**config.mk**
```make
export PLATFORM = sky130hd
export DESIGN_NAME = core_regulator_sequencer
export DESIGN_NICKNAME = d
export VERILOG_FILES = /design/src/core_regulator_sequencer_pkg.sv /design/src/core_regulator_sequencer.sv
export VERILOG_INCLUDE_DIRS = /design/src
export SDC_FILE = /design/constraint.sdc
export NUM_CORES = 1
export LEC_CHECK = 0
export ABC_AREA = 1
export BUFFER_PORTS_ARGS = -buffer_cell sky130_fd_sc_hd__buf_2
export CAP_MARGIN = 15
export CORE_ASPECT_RATIO = 0.75
export CORE_UTILIZATION = 40
export DETAILED_ROUTE_END_ITERATION = 10
export MAX_ROUTING_LAYER = met4
export REMOVE_ABC_BUFFERS = 1
export SKIP_CTS_REPAIR_TIMING = 1
export SLEW_MARGIN = 20
export SYNTH_ARGS = -nofsm -noshare
export SYNTH_HDL_FRONTEND = slang
export SYNTH_SLANG_ARGS = --single-unit
export TNS_END_PERCENT = 1
```
**constraint.sdc**
```tcl
create_clock -name clk_sys -period 2.45 [get_ports clk_sys]
set_input_delay 0.245 -clock clk_sys [delete_from_list [all_inputs] [get_ports clk_sys]]
set_output_delay 0.245 -clock clk_sys [all_outputs]
set_load 0.005 [all_outputs]
```
**src/core_regulator_sequencer_map.svh**
```systemverilog
// Purpose: Offsets, field positions, reset values and timing counts.
// Assumes: A 40 MHz system clock and a 32-bit Wishbone register bus.
// Notes: Times are kept in ns; cycle counts are derived from them.
`ifndef CORE_REGULATOR_SEQUENCER_MAP_SVH
`define CORE_REGULATOR_SEQUENCER_MAP_SVH

// Clock period in ns.
`define CRS_CLK_NS 25
// Hold above the boot level before clocks are permitted, least time.
`define CRS_HOLD_NS 73000
`define CRS_HOLD_CYC ((`CRS_HOLD_NS + `CRS_CLK_NS - 1) / `CRS_CLK_NS)
// Protection mask window after a deep-sleep request, least time.
`define CRS_DSMASK_NS 73000
`define CRS_DSMASK_CYC ((`CRS_DSMASK_NS + `CRS_CLK_NS - 1) / `CRS_CLK_NS)
// Output-good delay after clock permit in CPU mode, least time.
`define CRS_PG_CPU_NS 4700000
`define CRS_PG_CPU_CYC ((`CRS_PG_CPU_NS + `CRS_CLK_NS - 1) / `CRS_CLK_NS)
// Output-good delay after settling in render mode, least time.
`define CRS_PG_RND_NS 4770000
`define CRS_PG_RND_CYC ((`CRS_PG_RND_NS + `CRS_CLK_NS - 1) / `CRS_CLK_NS)
// Power-up ramp deadline, longest time.
`define CRS_RAMP_NS 1000000
`define CRS_RAMP_CYC (`CRS_RAMP_NS / `CRS_CLK_NS)
// Switching cycles of current limiting that trip over-current.
`define CRS_OC_SWCYC 15

// Register byte offsets.
`define CRS_CTRL_OFS 8'h00
`define CRS_STAT_OFS 8'h04
`define CRS_EVENT_OFS 8'h08
`define CRS_MASK_OFS 8'h0c

// Control register fields and reset value.
`define CRS_CTRL_OCEN_BIT 0
`define CRS_CTRL_UVEN_BIT 1
`define CRS_CTRL_RST 2'h3

// Event and mask register fields.
`define CRS_EV_OUTPUT_GOOD_BIT 0
`define CRS_EV_OCTRIP_BIT 1
`define CRS_EV_UVTRIP_BIT 2
`define CRS_EV_OVSEEN_BIT 3
`define CRS_EV_LATE_BIT 4
`define CRS_EV_OFF_BIT 5
`define CRS_EV_W 6
`define CRS_MASK_RST 6'h00

`endif

```
**src/core_regulator_sequencer_pkg.sv**
```systemverilog
// Purpose: Types shared by the regulator sequencer.
// Assumes: Nothing beyond SystemVerilog.
// Notes: Sequencer states are Gray coded along the CPU power-up path.
package core_regulator_sequencer_pkg;

    // Sequencer states; neighbours along the CPU power-up path differ by one bit.
    typedef enum logic [2:0] {
        SEQ_IDLE = 3'h0,
        SEQ_RAMP = 3'h1,
        SEQ_SETTLE = 3'h3,
        SEQ_CLKWAIT = 3'h2,
        SEQ_ACTIVE = 3'h6,
        SEQ_SHUTDOWN = 3'h7,
        SEQ_LATCHED = 3'h5
    } seq_state_t;

    // Soft-start current source selection.
    typedef enum logic [1:0] {
        SLEW_NONE = 2'h0,
        SLEW_LOW = 2'h1,
        SLEW_MID = 2'h2,
        SLEW_HIGH = 2'h3
    } slew_sel_t;

endpackage

```
**src/core_regulator_sequencer.sv**
```systemverilog
// Purpose: Power-up, power-down and fault sequencing of a core regulator.
// Assumes: Comparator results are synchronous digital inputs on clk_sys.
// Notes: Registers are reached over classic Wishbone, one word each.
`timescale 1ns/1ps
`default_nettype none
`include "core_regulator_sequencer_map.svh"

// Contract
// - Start power-up when supply good and regulator-on high.
// - Strap high selects CPU, low selects render.
// - CPU ramps to boot level, lowest slew current.
// - Permit clocks after 73 us above boot-0.1V.
// - Then ramp from boot level to DAC target.
// - Output-good about 4.7 ms after clock permit.
// - Ignore deep-sleep request until output-good.
// - Mask under-voltage while below ramp target.
// - Render: output-good after 4.77 ms near target.
// - Regulator-off drops output-good, slow ramp down.
// - Below 200 mV: gates off, discharge, analog off.
// - Slew current chosen by activity: low/mid/high.
// - Deep-sleep request masks UV, OC, OV for 73 us.
// - Current limit holds high-side gate off.
// - Fifteen limited switching cycles trip over-current.
// - Over-current trip latches until regulator-on cycles.
// - Deep-sleep selects light-load mode, else continuous.
module core_regulator_sequencer #(
    parameter int unsigned CNT_W = 18,
    parameter int unsigned PG_CPU_CYC = `CRS_PG_CPU_CYC,
    parameter int unsigned PG_RND_CYC = `CRS_PG_RND_CYC,
    parameter int unsigned RAMP_CYC = `CRS_RAMP_CYC
) (
    input wire logic clk_sys,
    input wire logic rst_n,
    input wire logic supplyOk,
    input wire logic regulator_on,
    input wire logic deep_sleep_request,
    input wire logic cpuClockPermitIn,
    output logic cpuClockPermitOut,
    output logic cpuClockPermitDriveN,
    input wire logic senseNearTarget,
    input wire logic senseBelowOff,
    input wire logic underVoltageCmp,
    input wire logic overVoltageCmp,
    input wire logic currentLimitCmp,
    input wire logic switchCycle,
    input wire logic dacSlewing,
    input wire logic dacRising,
    output logic output_good,
    output logic highSideEnable,
    output logic lowSideEnable,
    output logic dischargeEnable,
    output logic analogEnable,
    output logic targetIsDac,
    output logic [1:0] slewSelect,
    output logic underVoltageMask,
    output logic overVoltageMask,
    output logic overCurrentMask,
    output logic ring_free_light_load,
    output logic irq,
    input wire logic cyc_i,
    input wire logic stb_i,
    input wire logic we_i,
    input wire logic [7:0] adr_i,
    input wire logic [3:0] sel_i,
    input wire logic [31:0] dat_i,
    output logic [31:0] dat_o,
    output logic ack_o
);

    // Refuse delays that the counters cannot hold or that are zero.
    if (CNT_W < 13 || CNT_W > 31) begin : g_bad_width
        $error("CNT_W must lie between 13 and 31");
    end
    if (PG_CPU_CYC < 1 || PG_CPU_CYC >= (1 << CNT_W) ||
        PG_RND_CYC < 1 || PG_RND_CYC >= (1 << CNT_W) ||
        RAMP_CYC < 1 || RAMP_CYC >= (1 << CNT_W)) begin : g_bad_count
        $error("Delay counts must be nonzero and fit in CNT_W bits");
    end

    localparam logic [CNT_W-1:0] HOLD_LIM = CNT_W'(`CRS_HOLD_CYC);
    localparam logic [CNT_W-1:0] DSMASK_LIM = CNT_W'(`CRS_DSMASK_CYC);
    localparam logic [3:0] OC_LIM = 4'(`CRS_OC_SWCYC);

    // Terminal count of a delay: the last cycle of a span of n cycles.
    function automatic logic [CNT_W-1:0] lastCycle(input int unsigned n);
        lastCycle = CNT_W'(n - 1);
    endfunction

    ////////////////////////////////////////////////////////////////////////
    // Sequencer state.
    ////////////////////////////////////////////////////////////////////////

    core_regulator_sequencer_pkg::seq_state_t state_reg, state_next;
    logic [CNT_W-1:0] cnt_reg, cnt_next;
    logic [CNT_W-1:0] rampCnt_reg, rampCnt_next;
    logic [CNT_W-1:0] maskCnt_reg, maskCnt_next;
    logic [3:0] ocCnt_reg, ocCnt_next;
    logic cpuMode_reg, cpuMode_next;
    logic dsPrev_reg, dsPrev_next;
    logic llPrev_reg, llPrev_next;
    logic clkDrive_reg, clkDrive_next;
    logic targetDac_reg, targetDac_next;
    logic good_reg, good_next;
    logic hs_reg, hs_next;
    logic ls_reg, ls_next;
    logic dis_reg, dis_next;
    logic ana_reg, ana_next;
    core_regulator_sequencer_pkg::slew_sel_t slew_reg, slew_next;
    logic uvm_reg, uvm_next;
    logic ovm_reg, ovm_next;
    logic ocm_reg, ocm_next;
    logic ll_reg, ll_next;
    logic evGood, evOcTrip, evUvTrip, evOvSeen, evLate, evOff;
    logic [1:0] ctrl_reg, ctrl_next;

    // Next state of the sequencer, its timers and its pin levels.
    always_comb begin
        logic powered;
        logic protMask;
        logic ocTrip;
        logic uvTrip;
        powered = 1'b0;
        protMask = (maskCnt_reg != '0);
        ocTrip = 1'b0;
        uvTrip = 1'b0;
        state_next = state_reg;
        cnt_next = cnt_reg;
        rampCnt_next = rampCnt_reg;
        maskCnt_next = protMask ? maskCnt_reg - 1'b1 : maskCnt_reg;
        ocCnt_next = ocCnt_reg;
        cpuMode_next = cpuMode_reg;
        dsPrev_next = deep_sleep_request;
        llPrev_next = ll_reg;
        clkDrive_next = clkDrive_reg;
        targetDac_next = targetDac_reg;
        good_next = good_reg;
        slew_next = slew_reg;
        ll_next = ll_reg;
        evGood = 1'b0;
        evOcTrip = 1'b0;
        evUvTrip = 1'b0;
        evOvSeen = 1'b0;
        evLate = 1'b0;
        evOff = 1'b0;
        case (state_reg)
            core_regulator_sequencer_pkg::SEQ_IDLE: begin
                cnt_next = '0;
                rampCnt_next = '0;
                ocCnt_next = '0;
                clkDrive_next = 1'b0;
                good_next = 1'b0;
                ll_next = 1'b0;
                slew_next = core_regulator_sequencer_pkg::SLEW_NONE;
                if (supplyOk && regulator_on) begin
                    cpuMode_next = cpuClockPermitIn;
                    targetDac_next = ~cpuClockPermitIn;
                    slew_next = core_regulator_sequencer_pkg::SLEW_LOW;
                    state_next = core_regulator_sequencer_pkg::SEQ_RAMP;
                end
            end
            core_regulator_sequencer_pkg::SEQ_RAMP: begin
                // Soft-start toward boot (CPU) or DAC (render).
                powered = 1'b1;
                slew_next = core_regulator_sequencer_pkg::SLEW_LOW;
                if (rampCnt_reg == lastCycle(RAMP_CYC)) begin
                    evLate = 1'b1;
                end
                if (rampCnt_reg != lastCycle(RAMP_CYC)) begin
                    rampCnt_next = rampCnt_reg + 1'b1;
                end
                if (senseNearTarget) begin
                    cnt_next = '0;
                    state_next = core_regulator_sequencer_pkg::SEQ_SETTLE;
                end
            end
            core_regulator_sequencer_pkg::SEQ_SETTLE: begin
                // Sensed output must stay near target for the whole span.
                powered = 1'b1;
                slew_next = core_regulator_sequencer_pkg::SLEW_LOW;
                cnt_next = senseNearTarget ? cnt_reg + 1'b1 : '0;
                if (cpuMode_reg && senseNearTarget &&
                    cnt_reg == HOLD_LIM - 1'b1) begin
                    clkDrive_next = 1'b1;
                    targetDac_next = 1'b1;
                    slew_next = core_regulator_sequencer_pkg::SLEW_MID;
                    cnt_next = '0;
                    state_next = core_regulator_sequencer_pkg::SEQ_CLKWAIT;
                end else if (!cpuMode_reg && senseNearTarget &&
                    cnt_reg == lastCycle(PG_RND_CYC)) begin
                    good_next = 1'b1;
                    evGood = 1'b1;
                    state_next = core_regulator_sequencer_pkg::SEQ_ACTIVE;
                end
            end
            core_regulator_sequencer_pkg::SEQ_CLKWAIT: begin
                powered = 1'b1;
                cnt_next = cnt_reg + 1'b1;
                if (cnt_reg == lastCycle(PG_CPU_CYC)) begin
                    good_next = 1'b1;
                    evGood = 1'b1;
                    state_next = core_regulator_sequencer_pkg::SEQ_ACTIVE;
                end
            end
            core_regulator_sequencer_pkg::SEQ_ACTIVE: begin
                powered = 1'b1;
                ll_next = deep_sleep_request;
                if (deep_sleep_request && !dsPrev_reg) begin
                    maskCnt_next = DSMASK_LIM;
                end
                // Slew: mid for target and mode moves, high for render
                // light-load upward moves.
                if (dacSlewing && dacRising && ll_reg && !cpuMode_reg) begin
                    slew_next = core_regulator_sequencer_pkg::SLEW_HIGH;
                end else begin
                    slew_next = core_regulator_sequencer_pkg::SLEW_MID;
                end
                uvTrip = ctrl_reg[`CRS_CTRL_UVEN_BIT] && underVoltageCmp &&
                    !protMask;
                if (overVoltageCmp && !protMask) begin
                    evOvSeen = 1'b1;
                end
            end
            core_regulator_sequencer_pkg::SEQ_SHUTDOWN: begin
                slew_next = core_regulator_sequencer_pkg::SLEW_LOW;
                good_next = 1'b0;
                if (senseBelowOff) begin
                    evOff = 1'b1;
                    state_next = core_regulator_sequencer_pkg::SEQ_IDLE;
                end
            end
            core_regulator_sequencer_pkg::SEQ_LATCHED: begin
                good_next = 1'b0;
                clkDrive_next = 1'b0;
                slew_next = core_regulator_sequencer_pkg::SLEW_NONE;
            end
            default: begin
                state_next = core_regulator_sequencer_pkg::SEQ_IDLE;
            end
        endcase
        // Over-current counts limited switching cycles while powered.
        if (powered && switchCycle && !protMask) begin
            if (currentLimitCmp) begin
                ocCnt_next = ocCnt_reg + 1'b1;
            end else begin
                ocCnt_next = '0;
            end
            ocTrip = currentLimitCmp && ocCnt_reg == OC_LIM - 1'b1 &&
                ctrl_reg[`CRS_CTRL_OCEN_BIT];
        end
        if (ocTrip || uvTrip) begin
            evOcTrip = ocTrip;
            evUvTrip = uvTrip;
            good_next = 1'b0;
            state_next = core_regulator_sequencer_pkg::SEQ_LATCHED;
        end
        // Regulator-off or supply loss overrides everything else.
        if (!supplyOk) begin
            good_next = 1'b0;
            state_next = core_regulator_sequencer_pkg::SEQ_IDLE;
        end else if (!regulator_on &&
            state_reg != core_regulator_sequencer_pkg::SEQ_IDLE) begin
            good_next = 1'b0;
            clkDrive_next = 1'b0;
            ll_next = 1'b0;
            if (state_reg == core_regulator_sequencer_pkg::SEQ_LATCHED) begin
                state_next = core_regulator_sequencer_pkg::SEQ_IDLE;
            end else if (state_reg !=
                core_regulator_sequencer_pkg::SEQ_SHUTDOWN) begin
                slew_next = core_regulator_sequencer_pkg::SLEW_LOW;
                state_next = core_regulator_sequencer_pkg::SEQ_SHUTDOWN;
            end
        end
        // Mode change between light-load and continuous uses mid slew.
        if (state_reg == core_regulator_sequencer_pkg::SEQ_ACTIVE &&
            ll_reg != llPrev_reg && regulator_on) begin
            slew_next = core_regulator_sequencer_pkg::SLEW_MID;
        end
        // Pin levels follow the next state.
        case (state_next)
            core_regulator_sequencer_pkg::SEQ_RAMP,
            core_regulator_sequencer_pkg::SEQ_SETTLE,
            core_regulator_sequencer_pkg::SEQ_CLKWAIT,
            core_regulator_sequencer_pkg::SEQ_ACTIVE,
            core_regulator_sequencer_pkg::SEQ_SHUTDOWN: begin
                hs_next = !currentLimitCmp;
                ls_next = 1'b1;
                dis_next = 1'b0;
                ana_next = 1'b1;
            end
            default: begin
                hs_next = 1'b0;
                ls_next = 1'b0;
                dis_next = 1'b1;
                ana_next = (state_next ==
                    core_regulator_sequencer_pkg::SEQ_LATCHED);
            end
        endcase
        // Under-voltage masked below target during power-up.
        uvm_next = maskCnt_next != '0;
        if (state_next == core_regulator_sequencer_pkg::SEQ_RAMP ||
            state_next == core_regulator_sequencer_pkg::SEQ_SETTLE ||
            (state_next == core_regulator_sequencer_pkg::SEQ_CLKWAIT &&
             !senseNearTarget)) begin
            uvm_next = uvm_next || !senseNearTarget;
        end
        ovm_next = maskCnt_next != '0;
        ocm_next = maskCnt_next != '0;
    end

    // Sequencer registers.
    always_ff @(posedge clk_sys or negedge rst_n) begin
        if (!rst_n) begin
            state_reg <= core_regulator_sequencer_pkg::SEQ_IDLE;
            cnt_reg <= '0;
            rampCnt_reg <= '0;
            maskCnt_reg <= '0;
            ocCnt_reg <= 4'h0;
            cpuMode_reg <= 1'b0;
            dsPrev_reg <= 1'b0;
            llPrev_reg <= 1'b0;
            clkDrive_reg <= 1'b0;
            targetDac_reg <= 1'b0;
            good_reg <= 1'b0;
            hs_reg <= 1'b0;
            ls_reg <= 1'b0;
            dis_reg <= 1'b1;
            ana_reg <= 1'b0;
            slew_reg <= core_regulator_sequencer_pkg::SLEW_NONE;
            uvm_reg <= 1'b1;
            ovm_reg <= 1'b0;
            ocm_reg <= 1'b0;
            ll_reg <= 1'b0;
        end else begin
            state_reg <= state_next;
            cnt_reg <= cnt_next;
            rampCnt_reg <= rampCnt_next;
            maskCnt_reg <= maskCnt_next;
            ocCnt_reg <= ocCnt_next;
            cpuMode_reg <= cpuMode_next;
            dsPrev_reg <= dsPrev_next;
            llPrev_reg <= llPrev_next;
            clkDrive_reg <= clkDrive_next;
            targetDac_reg <= targetDac_next;
            good_reg <= good_next;
            hs_reg <= hs_next;
            ls_reg <= ls_next;
            dis_reg <= dis_next;
            ana_reg <= ana_next;
            slew_reg <= slew_next;
            uvm_reg <= uvm_next;
            ovm_reg <= ovm_next;
            ocm_reg <= ocm_next;
            ll_reg <= ll_next;
        end
    end

    ////////////////////////////////////////////////////////////////////////
    // Wishbone registers and interrupt.
    ////////////////////////////////////////////////////////////////////////

    logic [`CRS_EV_W-1:0] event_reg, event_next;
    logic [`CRS_EV_W-1:0] mask_reg, mask_next;
    logic [31:0] dat_reg, dat_next;
    logic ack_reg, ack_next;
    logic irq_reg, irq_next;

    // Decode, sticky events with read-to-clear, and the interrupt level.
    always_comb begin
        logic access;
        logic [`CRS_EV_W-1:0] setBits;
        access = cyc_i && stb_i && !ack_reg;
        setBits = {evOff, evLate, evOvSeen, evUvTrip, evOcTrip, evGood};
        ctrl_next = ctrl_reg;
        mask_next = mask_reg;
        event_next = event_reg;
        dat_next = dat_reg;
        ack_next = access;
        if (access && we_i && sel_i[0]) begin
            case (adr_i)
                `CRS_CTRL_OFS: ctrl_next = dat_i[1:0];
                `CRS_MASK_OFS: mask_next = dat_i[`CRS_EV_W-1:0];
                default: begin
                end
            endcase
        end
        if (access && !we_i) begin
            case (adr_i)
                `CRS_CTRL_OFS: dat_next = {30'h0, ctrl_reg};
                `CRS_STAT_OFS: dat_next = {23'h0, ll_reg, clkDrive_reg,
                    cpuMode_reg, good_reg, 2'h0, state_reg};
                `CRS_EVENT_OFS: begin
                    dat_next = {26'h0, event_reg};
                    event_next = '0;
                end
                `CRS_MASK_OFS: dat_next = {26'h0, mask_reg};
                default: dat_next = 32'h0;
            endcase
        end
        // A new event in the clearing cycle survives.
        event_next = event_next | setBits;
        irq_next = |(event_next & mask_next);
    end

    // Bus and interrupt registers.
    always_ff @(posedge clk_sys or negedge rst_n) begin
        if (!rst_n) begin
            ctrl_reg <= `CRS_CTRL_RST;
            mask_reg <= `CRS_MASK_RST;
            event_reg <= '0;
            dat_reg <= 32'h0;
            ack_reg <= 1'b0;
            irq_reg <= 1'b0;
        end else begin
            ctrl_reg <= ctrl_next;
            mask_reg <= mask_next;
            event_reg <= event_next;
            dat_reg <= dat_next;
            ack_reg <= ack_next;
            irq_reg <= irq_next;
        end
    end

    // Outputs straight from flip-flops except cpuClockPermitOut, tied low, and cpuClockPermitDriveN, inverted; the permit pin is driven only low.
    assign cpuClockPermitOut = 1'b0;
    assign cpuClockPermitDriveN = ~clkDrive_reg;
    assign output_good = good_reg;
    assign highSideEnable = hs_reg;
    assign lowSideEnable = ls_reg;
    assign dischargeEnable = dis_reg;
    assign analogEnable = ana_reg;
    assign targetIsDac = targetDac_reg;
    assign slewSelect = slew_reg;
    assign underVoltageMask = uvm_reg;
    assign overVoltageMask = ovm_reg;
    assign overCurrentMask = ocm_reg;
    assign ring_free_light_load = ll_reg;
    assign irq = irq_reg;
    assign dat_o = dat_reg;
    assign ack_o = ack_reg;

endmodule // core_regulator_sequencer

`default_nettype wire

```
==> results.md <==
- Hold Vio Cnt, Final: 0
- Startpoint Class: register
- Clock edge transition at the registers on the reported setup and hold paths: 0.07 ns
- Wire length of the first global-routing pass: 24000 um
- Share of flip-flops with an asynchronous set or reset after synthesis: 100%
- Number of buffers added on ports: 55
- Tightest slew margin relative to the limit: 55.2%
- Synth top area cells: sky130_fd_sc_hd__dfrtp_1 (42%), sky130_fd_sc_hd__nand2_1 (9.1%), sky130_fd_sc_hd__nor2_1 (6.4%)
- Highest achievable clock rate: 437 MHz
- GRT Overall Usage: 21.0%
- Maximum number of pins on one net before global-route repair: 52
- Remaining routing DRC violations: 0
- Final setup viols: 0
- Data arrival at the endpoint of the critical path: 2.55 ns
- Via count of the first global-routing pass: 4792
- P per Cell Area: 776 nW/um^2
- Setup Crit Path Kind: reg -> reg
- Pins over their slew limit: 0
- Post-detailed-placement half-perimeter wirelength: 11200 um
- Antenna violations before repair: 0
- Area of the mapped netlist: 5770 sq um
- RSZ-0062 raised after global routing: false
- Result of the run: complete, no violations
- Crit share post-route: 93.5%
- Crit Path Max Fanout: 4
- Data required, critical path: 2.71 ns
- Maximum resistive drop on vdd: 0.000360 V
- Number of violations reported at the end of detailed-routing iteration 0: 394
- Total routed wirelength: 14500 um
- Synth Area per Inst: 7.60 sq um
- Synthesized flop and latch total: 101
- Setup Skew: 0.00720 ns
- Setup total negative slack: 0 ns
- Total of max-cap violations: 0
- Min-delay worst type: in -> reg
- Die boundary width: 141 um
- Starting density of the core: 41.5%
- Final core utilization: 47.7%
- Gpl congestion: 0.914
- I/O pin count: 109
- Std cell rows: 37
- Biggest area consumer among synthesized cells: sky130_fd_sc_hd__dfrtp_1
- Total clock buffers created by CTS: 9
- Antenna Nets Post-Route: 0
- Detailed-routing iteration count for the pre-antenna-repair pass: 5
- Crit. End Element: register
- Worst-Skew Late Latency: 0.34 ns
- Vias per std cell: 5.19
- Total die area: 14900 sq um
- Area overhead of the layout relative to synthesis: 14.9%
- Final total power: 0.00514 W
- Depth of the CTS H-tree: 3
- Antenna diode count: 0
- Ratio of cells with drive above 1 in the final layout: 15.0%
- Most instantiated flip-flop cell in the synthesis netlist: sky130_fd_sc_hd__dfrtp_1
- Number of different library cells in the post-synthesis netlist: 51
- Number of instances in the synthesized netlist: 759
- Area fraction of the dominant cell type after synthesis: 42.1%
- Global route overflow: 0
- Detailed-route wire length per cell: 14.3 um
- Warnings, synthesis: 0
- Transition time of the tightest slew-check pin: 0.671 ns
- Number of vias after detailed routing: 5253
- Post-synth EDFFs: 0
- Share of the yosys chip area belonging to registers: 43.9%
- Clock root buffer: sky130_fd_sc_hd__clkbuf_16
- Height of the die: 106 um
- Layout net count: 900
- Final critical path time including I/O delays and setup: 2.29 ns
- Clock Sinks: 101
- Leakage power figure: 3.08 nW
- Core ar.: 13900 sq um
- TritonCTS clock tree: yes
- Maximum buffer depth of the clock tree: 2
-- synth_stat cells, drive strengths merged, types with 3 or more instances --
cell,count
nor3,19
clkbuf,5
nand2,142
ha,6
o22ai,8
a21oi,25
xor2,16
a22oi,3
nand4,22
xnor2,4
buf,29
o21ai,54
inv,110
or2,4
dfstp,4
nor4,12
dfrtp,97
a31oi,4
nor2,109
a221oi,3
nand3,61
-- logic make-up (layout without fill, tap and decap cells) --
logic type	after synthesis	after routing	synth area share, %
other cells	1	24	0.0650
compound gates	113	113	11.6
buf+inv	145	201	11.2
fa+ha+maj	6	6	1.30
flops	101	101	43.9
xor+xnor	20	20	3.04
simple gates	373	373	28.9
-- placed cells by master, fill, tap and decap left out, types with 2 or more instances in the layout --
| cell type | instances |
|---|---|
| sky130_fd_sc_hd__a21oi_1 | 24 |
| sky130_fd_sc_hd__a221oi_1 | 3 |
| sky130_fd_sc_hd__a22oi_1 | 2 |
| sky130_fd_sc_hd__a31oi_1 | 3 |
| sky130_fd_sc_hd__a41oi_1 | 2 |
| sky130_fd_sc_hd__buf_2 | 54 |
| sky130_fd_sc_hd__buf_4 | 18 |
| sky130_fd_sc_hd__bufinv_16 | 3 |
| sky130_fd_sc_hd__clkbuf_16 | 9 |
| sky130_fd_sc_hd__conb_1 | 24 |
| sky130_fd_sc_hd__dfrtp_1 | 97 |
| sky130_fd_sc_hd__dfstp_2 | 4 |
| sky130_fd_sc_hd__ha_1 | 6 |
| sky130_fd_sc_hd__inv_1 | 96 |
| sky130_fd_sc_hd__inv_2 | 14 |
| sky130_fd_sc_hd__nand2_1 | 140 |
| sky130_fd_sc_hd__nand2_2 | 2 |
| sky130_fd_sc_hd__nand3_1 | 60 |
| sky130_fd_sc_hd__nand4_1 | 22 |
| sky130_fd_sc_hd__nor2_1 | 99 |
| sky130_fd_sc_hd__nor2_2 | 8 |
| sky130_fd_sc_hd__nor2_4 | 2 |
| sky130_fd_sc_hd__nor3_1 | 18 |
| sky130_fd_sc_hd__nor3b_1 | 2 |
| sky130_fd_sc_hd__nor4_1 | 12 |
| sky130_fd_sc_hd__o2111ai_1 | 2 |
| sky130_fd_sc_hd__o211ai_1 | 2 |
| sky130_fd_sc_hd__o21ai_0 | 49 |
| sky130_fd_sc_hd__o21ai_1 | 4 |
| sky130_fd_sc_hd__o22ai_1 | 8 |
| sky130_fd_sc_hd__o31ai_1 | 2 |
| sky130_fd_sc_hd__or2_1 | 2 |
| sky130_fd_sc_hd__or2_2 | 2 |
| sky130_fd_sc_hd__xnor2_1 | 4 |
| sky130_fd_sc_hd__xor2_1 | 16 |
-- final timing paths --
check                                         start                    endpoint  slack (ns)  depth (start not counted)
min                              deep_sleep_request        dsPrev_reg$_DFF_PN0_        0.06                          1
max reg2reg                maskCnt_reg[0]$_DFF_PN0_  underVoltageMask$_DFF_PN1_        0.16                         13
min reg2reg                         ack_o$_DFF_PN0_             ack_o$_DFF_PN0_        0.43                          1
max                        maskCnt_reg[0]$_DFF_PN0_  underVoltageMask$_DFF_PN1_        0.16                         13
max in group asynchronous                     rst_n    ocCnt_reg[1]$_DFFE_PN0P_        1.28                          3
min in group asynchronous                     rst_n             ack_o$_DFF_PN0_        0.48                          2
-- critical path, cell delays in order, from the launching register on --
cell,delay [ns]
sky130_fd_sc_hd__dfrtp_1,0.39
sky130_fd_sc_hd__inv_1,0.11
sky130_fd_sc_hd__ha_1,0.20
sky130_fd_sc_hd__nand2_1,0.11
sky130_fd_sc_hd__nor2_4,0.19
sky130_fd_sc_hd__nand3_1,0.13
sky130_fd_sc_hd__nor2_1,0.15
sky130_fd_sc_hd__nand2_1,0.10
sky130_fd_sc_hd__nand3_1,0.13
sky130_fd_sc_hd__nand3_1,0.08
sky130_fd_sc_hd__nor2_1,0.17
sky130_fd_sc_hd__nand4_1,0.12
sky130_fd_sc_hd__nor2_1,0.21
sky130_fd_sc_hd__nand3_1,0.12
-- layout make-up --
type / count / area (sq um)
clock inverters: 5 / 106
clock buffers: 11 / 243
repair buffers: 74 / 435
inverters: 111 / 417
well taps: 175 / 219
multi-input cells: 536 / 2680
flip-flops and latches: 101 / 2530
fillers: 1385 / 7260
-- power breakdown --
part	switching (W)	total (W)	internal, W
combinational	0.000919	0.00140	0.000483
clock	0.000631	0.00166	0.00103
sequential	0.000203	0.00208	0.00188
-- metal layers --
layer | vias up | routed length (um) | track usage (%)
li1 | 2602 | - | -
met5 | - | 0 | -
met4 | 0 | 89 | 4.11
met1 | 2447 | 7280 | 30.7
met2 | 193 | 6190 | 30.5
met3 | 11 | 963 | 3.74
-- per-stage QoR --
step                setup slack, ns  area, sq um  instances  hold WS, ns
CTS                           0.214         6620       1012      -0.0422
global placement              0.237         6270        996        0.323
detailed placement            0.259         6270        996        0.326
floorplan                     0.500         5630        748      -0.0506
global route                 0.0248         6630       1013       0.0445
finish                        0.159         6630       1013       0.0594
(Power assumes the default switching activity.)
